===== src/shared/codec_pkg.sv =====
// Shared constants for the codec path control device and its host end
package codec_pkg;
  // Device register offsets on the control link
  localparam logic [7:0] REG_POWER  = 8'h02;
  localparam logic [7:0] REG_DAC    = 8'h03;
  localparam logic [7:0] REG_ADC    = 8'h04;
  localparam logic [7:0] REG_SIGSEL = 8'h06;
  localparam logic [7:0] REG_LGAIN  = 8'h07;
  localparam logic [7:0] REG_RGAIN  = 8'h08;
  localparam logic [7:0] REG_INSEL  = 8'h09;
  // Field positions
  localparam int PWR_PDN_BIT    = 0;
  localparam int DAC_SPEED_LSB  = 6;
  localparam int DAC_FMT_LSB    = 4;
  localparam int DAC_MUTE_BIT   = 2;
  localparam int DAC_DEEMPH_BIT = 1;
  localparam int ADC_FMT_BIT    = 4;
  localparam int ADC_HOLD_BIT   = 1;
  localparam int ADC_HPF_BIT    = 0;
  localparam int SIG_AUX_LSB    = 5;
  localparam int SIG_LOOP_BIT   = 1;
  // Reset values
  localparam logic [7:0] POWER_RST  = 8'h01;
  localparam logic [7:0] DAC_RST    = 8'h00;
  localparam logic [7:0] ADC_RST    = 8'h01;
  localparam logic [7:0] SIGSEL_RST = 8'h00;
  localparam logic [7:0] GAIN_RST   = 8'h00;
  localparam logic [7:0] INSEL_RST  = 8'h00;
  // Encodings
  localparam logic [1:0] SPEED_SINGLE = 2'h0;
  localparam logic [1:0] AUX_ADC      = 2'h0;
  localparam logic [1:0] AUX_DAC      = 2'h1;
  localparam logic [2:0] INSEL_MIC    = 3'h6;
  localparam logic [2:0] INSEL_PAIR4  = 3'h3;
  localparam logic [5:0] GAIN_MAX     = 6'h18;
  localparam logic [5:0] GAIN_MIN     = 6'h28;
  // Timing
  localparam int CLK_HZ      = 100_000_000;
  localparam int RAMP_MS     = 200;
  localparam int RAMP_CYC    = (CLK_HZ / 1000) * RAMP_MS;
  localparam logic [10:0] WARM_FRAMES = 11'h7D0;
  localparam logic [3:0]  CHG_FRAMES  = 4'hA;
  localparam int HPF_SHIFT   = 8;
  // Host register offsets and command fields
  localparam logic [11:0] HOST_CMD  = 12'h000;
  localparam logic [11:0] HOST_STAT = 12'h004;
  localparam logic [11:0] HOST_PIN  = 12'h008;
  localparam int CMD_RD_BIT   = 16;
  localparam int CMD_ADDR_LSB = 8;
endpackage


===== src/shared/ctl_link_if.sv =====
// Control link between the host end and the codec path control device
`timescale 1ns/10ps
`default_nettype none
interface ctl_link_if;
  logic       select_pin; // Shared address or chip-select pin level
  logic       wr;         // One-cycle register write
  logic       rd;         // One-cycle register read
  logic [7:0] addr;       // Register offset
  logic [7:0] wdata;      // Write data
  logic [7:0] rdata;      // Read data, valid the cycle after rd
  modport dev  (input select_pin, wr, rd, addr, wdata, output rdata);
  modport host (output select_pin, wr, rd, addr, wdata, input rdata);
endinterface
`default_nettype wire


===== src/rtl/codec_path_control.sv =====
// Codec path control device: registers, DC removal, power sequencing, mute
//
// Summary of operation
// - Subtract running DC estimate while filter active
// - Hold bit freezes estimate, still subtracted
// - Host calibrates: settle filter, then freeze
// - Selector routes one of six input pairs
// - Gain from -12 to +12 dB, half-dB
// - Only pair four has optional mic boost
// - Reset defaults: line input one, unity gain
// - Power-up ramp 200 ms, audio after 2000 frames
// - Outputs clamped low until power-down cleared
// - Host powers down 250 ms before removal
// - Host sends zeros ten frames before clock change
// - Zero DAC output during clocking change
// - Aux source: ADC input, DAC, or high-impedance
// - De-emphasis only in single-speed mode
// - Loopback routes ADC data to DAC
// - Format field ignored while loopback set
// - Serial output keeps ADC data and format
// - Mute asserted in listed conditions
// - Mute output push-pull, active low
// - Control accepted anytime; host pins static idle
// - Falling select edge after reset selects SPI
// - Otherwise I2C, strap gives address bit
// - Power-down set after reset, writes accepted
`timescale 1ns/10ps
`default_nettype none
module codec_path_control
  import codec_pkg::*;
#(
  parameter int RAMP_CYCLES = RAMP_CYC
) (
  input  wire logic        pclk,           // System clock
  input  wire logic        presetn,        // Async reset, active low
  ctl_link_if.dev          link,           // Control link from host
  input  wire logic        frame_sync,     // Frame sync pin
  input  wire logic        ratio_ok,       // Clock ratio valid pin
  input  wire logic        adc_valid,      // Decimator sample strobe
  input  wire logic [15:0] adc_left,       // Decimator left sample
  input  wire logic [15:0] adc_right,      // Decimator right sample
  input  wire logic        din_valid,      // Serial input sample strobe
  input  wire logic [15:0] din_left,       // Serial input left
  input  wire logic [15:0] din_right,      // Serial input right
  output logic             dac_valid,      // DAC sample strobe
  output logic      [15:0] dac_out_left,   // DAC left data
  output logic      [15:0] dac_out_right,  // DAC right data
  output logic      [1:0]  dac_format,     // Effective DAC format
  output logic             serial_audio_out_valid,    // Serial output strobe
  output logic      [15:0] serial_audio_out_left,     // Serial output left
  output logic      [15:0] serial_audio_out_right,    // Serial output right
  output logic             serial_audio_out_format,   // ADC format in use
  output logic             clamp_low,      // Outputs held to low reference
  output logic             ramp_active,    // Reference ramp running
  output logic      [5:0]  input_pair_sel, // One-hot input pair
  output logic             mic_boost_en,   // Boost on pair four
  output logic      [5:0]  left_gain,      // Left gain, half-dB steps
  output logic      [5:0]  right_gain,     // Right gain, half-dB steps
  output logic      [1:0]  aux_source,     // 0 ADC, 1 DAC, else hi-Z
  output logic             deemph_on,      // De-emphasis applied
  output logic             mute_ctrl_out,  // External mute, active low
  output logic             spi_mode,       // Control port in SPI mode
  output logic             addr_lsb        // I2C low address bit
);
  typedef enum logic [2:0] {
    ST_PDOWN = 3'h1,
    ST_RAMP  = 3'h2,
    ST_RUN   = 3'h4
  } pwr_state_t;

  logic [7:0]  pwr_q, dac_q, adc_q, sig_q, lg_q, rg_q, ins_q, rdata_q;
  logic [7:0]  pwr_d, dac_d, adc_d, sig_d, lg_d, rg_d, ins_d, rdata_d;
  logic [1:0]  fmt_q, fmt_d;
  logic [0:0]  sel_s1_q, sel_s2_q, fs_s1_q, fs_s2_q, ok_s1_q, ok_s2_q;
  logic        fs_last_q, fs_tick;
  logic [1:0]  seen_q, seen_d;
  logic        spi_q, spi_d, strap_q, strap_d;
  logic        sel_last_q, sel_last_d;
  pwr_state_t  st_q, st_d;
  logic [31:0] ramp_q, ramp_d;
  logic [10:0] warm_q, warm_d;
  logic [3:0]  chg_q, chg_d;
  logic [15:0] est_l_q, est_l_d, est_r_q, est_r_d;
  logic [15:0] dl_q, dl_d, dr_q, dr_d, sl_q, sl_d, sr_q, sr_d;
  logic        dv_q, dv_d, sv_q, sv_d, mute_q, mute_d;
  logic        loop, zero_dac, power_down_bit;

  // Signed clamp of a gain code to the legal range
  function automatic logic [5:0] clamp_gain(input logic [7:0] v);
    logic signed [7:0] s;
    s = {{2{v[5]}}, v[5:0]}; // Code lives in the low six bits
    if (s > $signed({2'h0, GAIN_MAX})) clamp_gain = GAIN_MAX;
    else if (s < $signed({2'h3, GAIN_MIN})) clamp_gain = GAIN_MIN;
    else clamp_gain = v[5:0];
  endfunction

  // One filter step: move estimate a fraction toward the sample
  function automatic logic [15:0] est_step(input logic [15:0] x,
                                           input logic [15:0] e);
    logic signed [16:0] diff;
    diff = $signed({x[15], x}) - $signed({e[15], e});
    est_step = e + 16'(diff >>> HPF_SHIFT);
  endfunction

  // Pin inputs pass two flops before use; only the second is read
  always_ff @(posedge pclk or negedge presetn) begin
    if (!presetn) begin
      sel_s1_q  <= 1'b0;
      sel_s2_q  <= 1'b0;
      fs_s1_q   <= 1'b0;
      fs_s2_q   <= 1'b0;
      ok_s1_q   <= 1'b0;
      ok_s2_q   <= 1'b0;
      fs_last_q <= 1'b0;
    end else begin
      sel_s1_q  <= link.select_pin;
      sel_s2_q  <= sel_s1_q;
      fs_s1_q   <= frame_sync;
      fs_s2_q   <= fs_s1_q;
      ok_s1_q   <= ratio_ok;
      ok_s2_q   <= ok_s1_q;
      fs_last_q <= fs_s2_q[0];
    end
  end
  assign fs_tick = fs_s2_q[0] & ~fs_last_q;

  assign loop = sig_q[SIG_LOOP_BIT];
  assign power_down_bit  = pwr_q[PWR_PDN_BIT];

  // Register file; writes accepted in every power state
  always_comb begin
    pwr_d = pwr_q;
    dac_d = dac_q;
    adc_d = adc_q;
    sig_d = sig_q;
    lg_d  = lg_q;
    rg_d  = rg_q;
    ins_d = ins_q;
    chg_d = chg_q;
    if (chg_q != 4'h0 && fs_tick) chg_d = chg_q - 4'h1;
    if (link.wr) begin
      unique case (link.addr)
        REG_POWER:  pwr_d = link.wdata;
        REG_DAC: begin
          dac_d = link.wdata;
          if (link.wdata[DAC_SPEED_LSB +: 2] != dac_q[DAC_SPEED_LSB +: 2])
            chg_d = CHG_FRAMES;
        end
        REG_ADC:    adc_d = link.wdata;
        REG_SIGSEL: sig_d = link.wdata;
        REG_LGAIN:  lg_d  = link.wdata;
        REG_RGAIN:  rg_d  = link.wdata;
        REG_INSEL:  ins_d = link.wdata;
        default: ;
      endcase
    end
    rdata_d = rdata_q;
    if (link.rd) begin
      unique case (link.addr)
        REG_POWER:  rdata_d = pwr_q;
        REG_DAC:    rdata_d = dac_q;
        REG_ADC:    rdata_d = adc_q;
        REG_SIGSEL: rdata_d = sig_q;
        REG_LGAIN:  rdata_d = lg_q;
        REG_RGAIN:  rdata_d = rg_q;
        REG_INSEL:  rdata_d = ins_q;
        default:    rdata_d = 8'h00;
      endcase
    end
    fmt_d = loop ? fmt_q : dac_q[DAC_FMT_LSB +: 2];
  end

  always_ff @(posedge pclk or negedge presetn) begin
    if (!presetn) begin
      pwr_q   <= POWER_RST;
      dac_q   <= DAC_RST;
      adc_q   <= ADC_RST;
      sig_q   <= SIGSEL_RST;
      lg_q    <= GAIN_RST;
      rg_q    <= GAIN_RST;
      ins_q   <= INSEL_RST;
      rdata_q <= 8'h00;
      fmt_q   <= DAC_RST[DAC_FMT_LSB +: 2];
      chg_q   <= 4'h0;
    end else begin
      pwr_q   <= pwr_d;
      dac_q   <= dac_d;
      adc_q   <= adc_d;
      sig_q   <= sig_d;
      lg_q    <= lg_d;
      rg_q    <= rg_d;
      ins_q   <= ins_d;
      rdata_q <= rdata_d;
      fmt_q   <= fmt_d;
      chg_q   <= chg_d;
    end
  end

  // Control mode detect; strap waits until both sync stages hold the pin,
  // since the reset value of the synchroniser says nothing about the strap
  always_comb begin
    seen_d     = (seen_q == 2'h3) ? seen_q : seen_q + 2'h1;
    strap_d    = (seen_q == 2'h2) ? sel_s2_q[0] : strap_q;
    sel_last_d = sel_s2_q[0];
    spi_d      = spi_q;
    if (seen_q == 2'h3 && sel_last_q && !sel_s2_q[0]) spi_d = 1'b1;
  end

  always_ff @(posedge pclk or negedge presetn) begin
    if (!presetn) begin
      seen_q     <= 2'h0;
      strap_q    <= 1'b0;
      sel_last_q <= 1'b0;
      spi_q      <= 1'b0;
    end else begin
      seen_q     <= seen_d;
      strap_q    <= strap_d;
      sel_last_q <= sel_last_d;
      spi_q      <= spi_d;
    end
  end

  // Power sequence; ramp counts cycles, warm-up counts frames together
  always_comb begin
    st_d   = st_q;
    ramp_d = ramp_q;
    warm_d = warm_q;
    unique case (st_q)
      ST_PDOWN: begin
        ramp_d = 32'h0;
        warm_d = 11'h0;
        if (!power_down_bit) st_d = ST_RAMP;
      end
      ST_RAMP: begin
        if (ramp_q < 32'(RAMP_CYCLES)) ramp_d = ramp_q + 32'h1;
        if (warm_q < WARM_FRAMES && fs_tick) warm_d = warm_q + 11'h1;
        if (ramp_q >= 32'(RAMP_CYCLES) && warm_q >= WARM_FRAMES)
          st_d = ST_RUN;
      end
      ST_RUN: ;
      default: st_d = ST_PDOWN;
    endcase
    if (power_down_bit) st_d = ST_PDOWN;
  end

  always_ff @(posedge pclk or negedge presetn) begin
    if (!presetn) begin
      st_q   <= ST_PDOWN;
      ramp_q <= 32'h0;
      warm_q <= 11'h0;
    end else begin
      st_q   <= st_d;
      ramp_q <= ramp_d;
      warm_q <= warm_d;
    end
  end

  assign zero_dac = (chg_q != 4'h0) || (st_q != ST_RUN);

  // DC removal, DAC source selection and output data
  always_comb begin
    est_l_d = est_l_q;
    est_r_d = est_r_q;
    sl_d    = sl_q;
    sr_d    = sr_q;
    sv_d    = 1'b0;
    dl_d    = dl_q;
    dr_d    = dr_q;
    dv_d    = 1'b0;
    if (adc_valid) begin
      if (adc_q[ADC_HPF_BIT] && !adc_q[ADC_HOLD_BIT]) begin
        est_l_d = est_step(adc_left, est_l_q);
        est_r_d = est_step(adc_right, est_r_q);
      end
      // subtract estimate; output continues in loopback
      sl_d = adc_left - est_l_q;
      sr_d = adc_right - est_r_q;
      sv_d = 1'b1;
    end
    if (loop ? adc_valid : din_valid) begin
      dl_d = loop ? adc_left - est_l_q : din_left;
      dr_d = loop ? adc_right - est_r_q : din_right;
      dv_d = 1'b1;
      if (zero_dac) begin
        dl_d = 16'h0000;
        dr_d = 16'h0000;
      end
    end
    mute_d = power_down_bit || (st_q != ST_RUN) || dac_q[DAC_MUTE_BIT] || !ok_s2_q[0];
  end

  always_ff @(posedge pclk or negedge presetn) begin
    if (!presetn) begin
      est_l_q <= 16'h0000;
      est_r_q <= 16'h0000;
      sl_q    <= 16'h0000;
      sr_q    <= 16'h0000;
      sv_q    <= 1'b0;
      dl_q    <= 16'h0000;
      dr_q    <= 16'h0000;
      dv_q    <= 1'b0;
      mute_q  <= 1'b1;
    end else begin
      est_l_q <= est_l_d;
      est_r_q <= est_r_d;
      sl_q    <= sl_d;
      sr_q    <= sr_d;
      sv_q    <= sv_d;
      dl_q    <= dl_d;
      dr_q    <= dr_d;
      dv_q    <= dv_d;
      mute_q  <= mute_d;
    end
  end

  // Outputs; mute pin is low in reset since mute_q resets high
  assign link.rdata    = rdata_q;
  assign dac_valid     = dv_q;
  assign dac_out_left  = dl_q;
  assign dac_out_right = dr_q;
  assign dac_format    = fmt_q;
  assign serial_audio_out_valid   = sv_q;
  assign serial_audio_out_left    = sl_q;
  assign serial_audio_out_right   = sr_q;
  assign serial_audio_out_format  = adc_q[ADC_FMT_BIT];
  assign clamp_low     = (st_q == ST_PDOWN);
  assign ramp_active   = (st_q == ST_RAMP);
  // one of six pairs; boost only on pair four
  assign input_pair_sel = (ins_q[2:0] == INSEL_MIC) ? 6'h08 :
                          (ins_q[2:0] > 3'h5) ? 6'h01 :
                          6'(6'h01 << ins_q[2:0]);
  assign mic_boost_en  = (ins_q[2:0] == INSEL_MIC);
  assign left_gain     = clamp_gain(lg_q);
  assign right_gain    = clamp_gain(rg_q);
  assign aux_source    = sig_q[SIG_AUX_LSB +: 2];
  assign deemph_on     = dac_q[DAC_DEEMPH_BIT] &&
                         (dac_q[DAC_SPEED_LSB +: 2] == SPEED_SINGLE);
  assign mute_ctrl_out = ~mute_q;
  assign spi_mode      = spi_q;
  assign addr_lsb      = strap_q;
endmodule
`default_nettype wire


===== src/flat_wrapper.sv =====
// flat-port wrapper written by rule: the top's interface ports become plain ports
module codec_path_control_flat import codec_pkg::*;
#(
  parameter int RAMP_CYCLES = RAMP_CYC
)
  (pclk, presetn, frame_sync, ratio_ok, adc_valid, adc_left, adc_right, din_valid, din_left, din_right, dac_valid, dac_out_left, dac_out_right, dac_format, serial_audio_out_valid, serial_audio_out_left, serial_audio_out_right, serial_audio_out_format, clamp_low, ramp_active, input_pair_sel, mic_boost_en, left_gain, right_gain, aux_source, deemph_on, mute_ctrl_out, spi_mode, addr_lsb, link_select_pin, link_wr, link_rd, link_addr, link_wdata, link_rdata);
  ctl_link_if link_i ();
  input  wire logic pclk;
  input  wire logic presetn;
  input  wire logic frame_sync;
  input  wire logic ratio_ok;
  input  wire logic adc_valid;
  input  wire logic [15:0] adc_left;
  input  wire logic [15:0] adc_right;
  input  wire logic din_valid;
  input  wire logic [15:0] din_left;
  input  wire logic [15:0] din_right;
  output logic dac_valid;
  output logic      [15:0] dac_out_left;
  output logic      [15:0] dac_out_right;
  output logic      [1:0] dac_format;
  output logic serial_audio_out_valid;
  output logic      [15:0] serial_audio_out_left;
  output logic      [15:0] serial_audio_out_right;
  output logic serial_audio_out_format;
  output logic clamp_low;
  output logic ramp_active;
  output logic      [5:0] input_pair_sel;
  output logic mic_boost_en;
  output logic      [5:0] left_gain;
  output logic      [5:0] right_gain;
  output logic      [1:0] aux_source;
  output logic deemph_on;
  output logic mute_ctrl_out;
  output logic spi_mode;
  output logic addr_lsb;
  input wire logic [$bits(link_i.select_pin)-1:0] link_select_pin;
  input wire logic [$bits(link_i.wr)-1:0] link_wr;
  input wire logic [$bits(link_i.rd)-1:0] link_rd;
  input wire logic [$bits(link_i.addr)-1:0] link_addr;
  input wire logic [$bits(link_i.wdata)-1:0] link_wdata;
  output wire logic [$bits(link_i.rdata)-1:0] link_rdata;
  assign link_i.select_pin = link_select_pin;
  assign link_i.wr = link_wr;
  assign link_i.rd = link_rd;
  assign link_i.addr = link_addr;
  assign link_i.wdata = link_wdata;
  assign link_rdata = link_i.rdata;
  codec_path_control #(.RAMP_CYCLES(RAMP_CYCLES)) u_core (.pclk(pclk), .presetn(presetn), .link(link_i), .frame_sync(frame_sync), .ratio_ok(ratio_ok), .adc_valid(adc_valid), .adc_left(adc_left), .adc_right(adc_right), .din_valid(din_valid), .din_left(din_left), .din_right(din_right), .dac_valid(dac_valid), .dac_out_left(dac_out_left), .dac_out_right(dac_out_right), .dac_format(dac_format), .serial_audio_out_valid(serial_audio_out_valid), .serial_audio_out_left(serial_audio_out_left), .serial_audio_out_right(serial_audio_out_right), .serial_audio_out_format(serial_audio_out_format), .clamp_low(clamp_low), .ramp_active(ramp_active), .input_pair_sel(input_pair_sel), .mic_boost_en(mic_boost_en), .left_gain(left_gain), .right_gain(right_gain), .aux_source(aux_source), .deemph_on(deemph_on), .mute_ctrl_out(mute_ctrl_out), .spi_mode(spi_mode), .addr_lsb(addr_lsb));
endmodule

===== config.mk =====
export PLATFORM = sky130hd
export DESIGN_NAME = codec_path_control_flat
export DESIGN_NICKNAME = d
export VERILOG_FILES = /design/src/shared/codec_pkg.sv /design/src/shared/ctl_link_if.sv /design/src/rtl/codec_path_control.sv /design/src/flat_wrapper.sv
export SDC_FILE = /design/constraint.sdc
export NUM_CORES = 1
export LEC_CHECK = 0
export ABC_CLOCK_PERIOD_IN_PS = 9200
export BUFFER_PORTS_ARGS = -buffer_cell sky130_fd_sc_hd__buf_2
export CORE_MARGIN = 8
export CORE_UTILIZATION = 45
export CTS_BUF_LIST = sky130_fd_sc_hd__clkbuf_8
export CTS_CLUSTER_DIAMETER = 50
export DETAILED_ROUTE_END_ITERATION = 10
export PLACE_DENSITY = 0.62
export SLEW_MARGIN = 10
export SYNTH_ARGS = -nofsm -noshare
export SYNTH_HDL_FRONTEND = slang
export SYNTH_SLANG_ARGS = --single-unit

===== constraint.sdc =====
create_clock -name pclk -period 9.2 [get_ports pclk]
set_clock_uncertainty 0.15 [all_clocks]
set_input_delay 0.46 -clock pclk [delete_from_list [all_inputs] [get_ports pclk]]
set_output_delay 0.46 -clock pclk [all_outputs]
set_load 0.03 [all_outputs]

==> results.md <==
* CTS HTree Levels at 2
* Die area at 34470 sq um
* Synth Flop Type: dfrtp_1
* GP Congestion at 0.8772
* Total power at 0.004206 W
* Adder-Cell Fraction of Synth Area at 7.476%
* Post-route insts no fill at 1909
* Clock Path Buffers at 3
* Final wirelength at 34660 um
* Number of cell rows at 62
* Peak Freq at 222.2 MHz
* R2R depth at 17
* Post-synth top cells: dfrtp_1, nand2_1, inv_1, nor2_1, mux2_2
* CP endpoint kind: register
* First-pass GRT wire length at 55330 um
* Crit-path max cell delay at 0.47 ns
* CTS Sinks at 227
* Detail Placement HPWL at 25700 um
* Clk_lat worst skew at 0.54 ns
* Initial Util at 45.38%
* CTS Buf Count at 41
* Postcts setup bufs at 0
* Async S/R FF share, synth at 100.0%
* Dpl ws at 4.552 ns
* Crit path max-delay cell type: or4_1
* Minimum clock period at 4.501 ns
* CP required at 9.53 ns
* GRT Total Usage at 20.10%
* Synth top area cells: dfrtp_1, mux2_2, ha_1, nand2_1, o21ai_0
* Status: finished clean
* Core area at 28550 sq um
* Worst rel slew slack at 28.86%
* Initial antenna violation count at 1
* Reg2reg start: u_core.est_l_q[1]
* YS warnings at 0
* Initial DRC count at 591
* ANT nets after route at 0
* NumNets Final at 1658
* Crit path DAT at 4.83 ns
* Top Layer Used: met5
* Syn Nets at 1446
* Fin. Hold Viols at 0
* # diodes at 0
* Post-synth EDFFs at 0
* DRT met1 WL at 15560 um
* Vias in the first global route at 10410
* Post-Synth Simple-Gate Area at 15.40%
* WS Path Type: register to register
* Final design utilization at 53.11%
* Setup repair after global routing missed its margin: no
* Reg-to-reg endpoint: u_core.est_l_q[14]
* Critical Path Fanout Max at 4
* Reg2reg setup slack at 4.70 ns
* Slew Viols, Final at 0
* Layout cells sized above 1 at 25.25%
* Wire per inst at 18.16 um
* Grt ovf at 0
* Most frequent cell after synthesis: dfrtp_1
* Final WS setup at 4.699 ns
* Cell area after synthesis at 12950 sq um
* Fin crit share at 48.92%
* Top Ports at 193
* Startpoint types: register
* Largest net degree at the start of global routing at 109
* Critical-path cell list: inv_1, ha_1, nor2b_1, o31a_1, o31ai_1, nand2_1, xor2_1, inv_1, fa_1, nor2b_1, o21ai_1, a21oi_2, o21ai_1, a2111oi_2, nor2_1, or4_1, nand3_1
* Hold path depth at 3
* Endpoint, Worst Hold: u_core.dac_out_left[13]
* Max-Cap Viols at 0
* Clock slew at reported path FFs at 0.06 ns
* Slew at the pin closest to its max-slew limit at 1.067 ns
* Met3 wire length at 1711 um
* Worst vdd ir at 179.3 uV
* Vias/cell at 5.354
* Hold_sp: din_left[13]
* Post-route DRC at 0
* Pwr per Cell Area at 277.4 nW/um^2
* Post-synthesis mux area share at 10.16%
* Seq cells post-synth at 227
* Cts repair resizes at 0
* Sequential area share after synthesis at 43.89%
* Root Buffer: clkbuf_8
* CTS tree: done
* Hold Path Class: input pin to register
* I/O Buffers at 192
* Count of unique library cells instantiated by Yosys at 84
* DIE HEIGHT at 185.7 um
* Synth Area in XOR/XNOR at 5.139%
* Syn Area/Cell at 10.10 sq um
* Cts hold-fix bufs at 4
* Largest area contributor in the netlist: dfrtp_1
* Met2 routed WL at 16380 um
* Placed cells at 1831
* Via count at 10220
* Top cell type's share of synthesized area at 43.08%
* TNS Setup at 0 ns
* First-pass DRT Iterations at 5
* Leakage at 7.436 nW
* Synth Area in Compound Gates at 14.28%
* Largest family of logic cells by synthesized area: simple AND/OR/NAND/NOR gates
* Setup-failing EPs final at 0
* Mapped Cells at 1282
* P&R area growth vs syn at 17.04%
* Die width at 185.7 um
==> power by group <==
| part | total, W | leakage, nW | switching, W | internal, W |
|---|---|---|---|---|
| logic | 0.00202 | 3.97 | 0.00124 | 0.000778 |
| clock network | 0.000902 | 0.485 | 0.000419 | 0.000483 |
| registers | 0.00129 | 2.98 | 0.000119 | 0.00117 |
| total | 0.00421 | 7.44 | 0.00178 | 0.00243 |
==> cells by family (layout without fill, tap and decap cells) <==
family	after synthesis	count (layout)
adders and majority gates	75	75
muxes	120	120
AOI/OAI and AO/OA	283	283
xor gates and xnor gates	76	76
DFF	227	227
and+or+nand+nor	378	378
buffers and inverters	123	366
==> area by class of cell <==
type                            count  area (sq um)
Multi-Input combinational cell    932          6809
Inverter                           87         326.6
Clock buffer                       49         674.4
Sequential cell                   227          5685
Tap cell                          384         480.5
Fill cell                        2698         13390
Timing Repair Buffer              205          1079
Clock inverter                     25         106.4
==> registers in the layout, indices dropped and copies added (netlist names), 2 cells and up <==
signal / cells
u_core.adc_q: 8
u_core.chg_q: 4
u_core.dac_format: 2
u_core.dac_out_left: 16
u_core.dac_out_right: 16
u_core.dac_q: 8
u_core.est_l_q: 16
u_core.est_r_q: 16
u_core.ins_q: 8
u_core.lg_q: 8
u_core.link.rdata: 8
u_core.pwr_q: 8
u_core.ramp_q: 32
u_core.rg_q: 8
u_core.seen_q: 2
u_core.serial_audio_out_left: 16
u_core.serial_audio_out_right: 16
u_core.sig_q: 8
u_core.st_q: 3
u_core.warm_q: 11
==> placed cells by master, fill, tap and decap left out, types with 49 or more instances in the layout <==
cell type,instances
nor2_1,84
inv_1,110
nand2_1,110
ha_1,71
mux2_2,84
o21ai_0,81
dfrtp_1,223
buf_2,191
clkbuf_8,49
a21oi_1,58
==> worst max-delay path, delay by kind of cell, from the launching register on <==
kind                       cells  cell delay, ns
buffers and inverters          2            0.28
adders and majority gates      2            0.69
DFF                            1            0.40
AOI/OAI and AO/OA              6            1.43
xor gates and xnor gates       1            0.40
and+or+nand+nor                6            1.10
==> how the worst max path moves through the flow <==
stage                      start                 end  cells after the start
6_report       u_core.est_l_q[1]  u_core.est_l_q[14]                     17
5_1_grt        u_core.est_l_q[1]  u_core.est_l_q[14]                     17
4_1_cts        u_core.est_l_q[1]  u_core.est_l_q[14]                     17
3_5_place_dp        adc_right[0]  u_core.est_r_q[12]                     20
3_3_place_gp        adc_right[0]  u_core.est_r_q[12]                     20
2_1_floorplan        adc_left[0]  u_core.est_l_q[14]                     20
==> through the flow <==
step | hold WS [ns] | instance area [sq um]
after floorplan | 0.01441 | 12950
after global placement | 0.1846 | 14340
after detailed placement | 0.1855 | 14340
after CTS | 0.004966 | 15160
after global routing | 0.02892 | 15160
final | 0.02810 | 15160
==> layer usage <==
metal / vias to the layer above / GRT usage [%]
met5: - / 0
met4: 2 / 6.605
met3: 72 / 3.553
met2: 227 / 33.46
met1: 4933 / 26.23
li1: 4987 / -
Power figures use the tool's default switching activity.
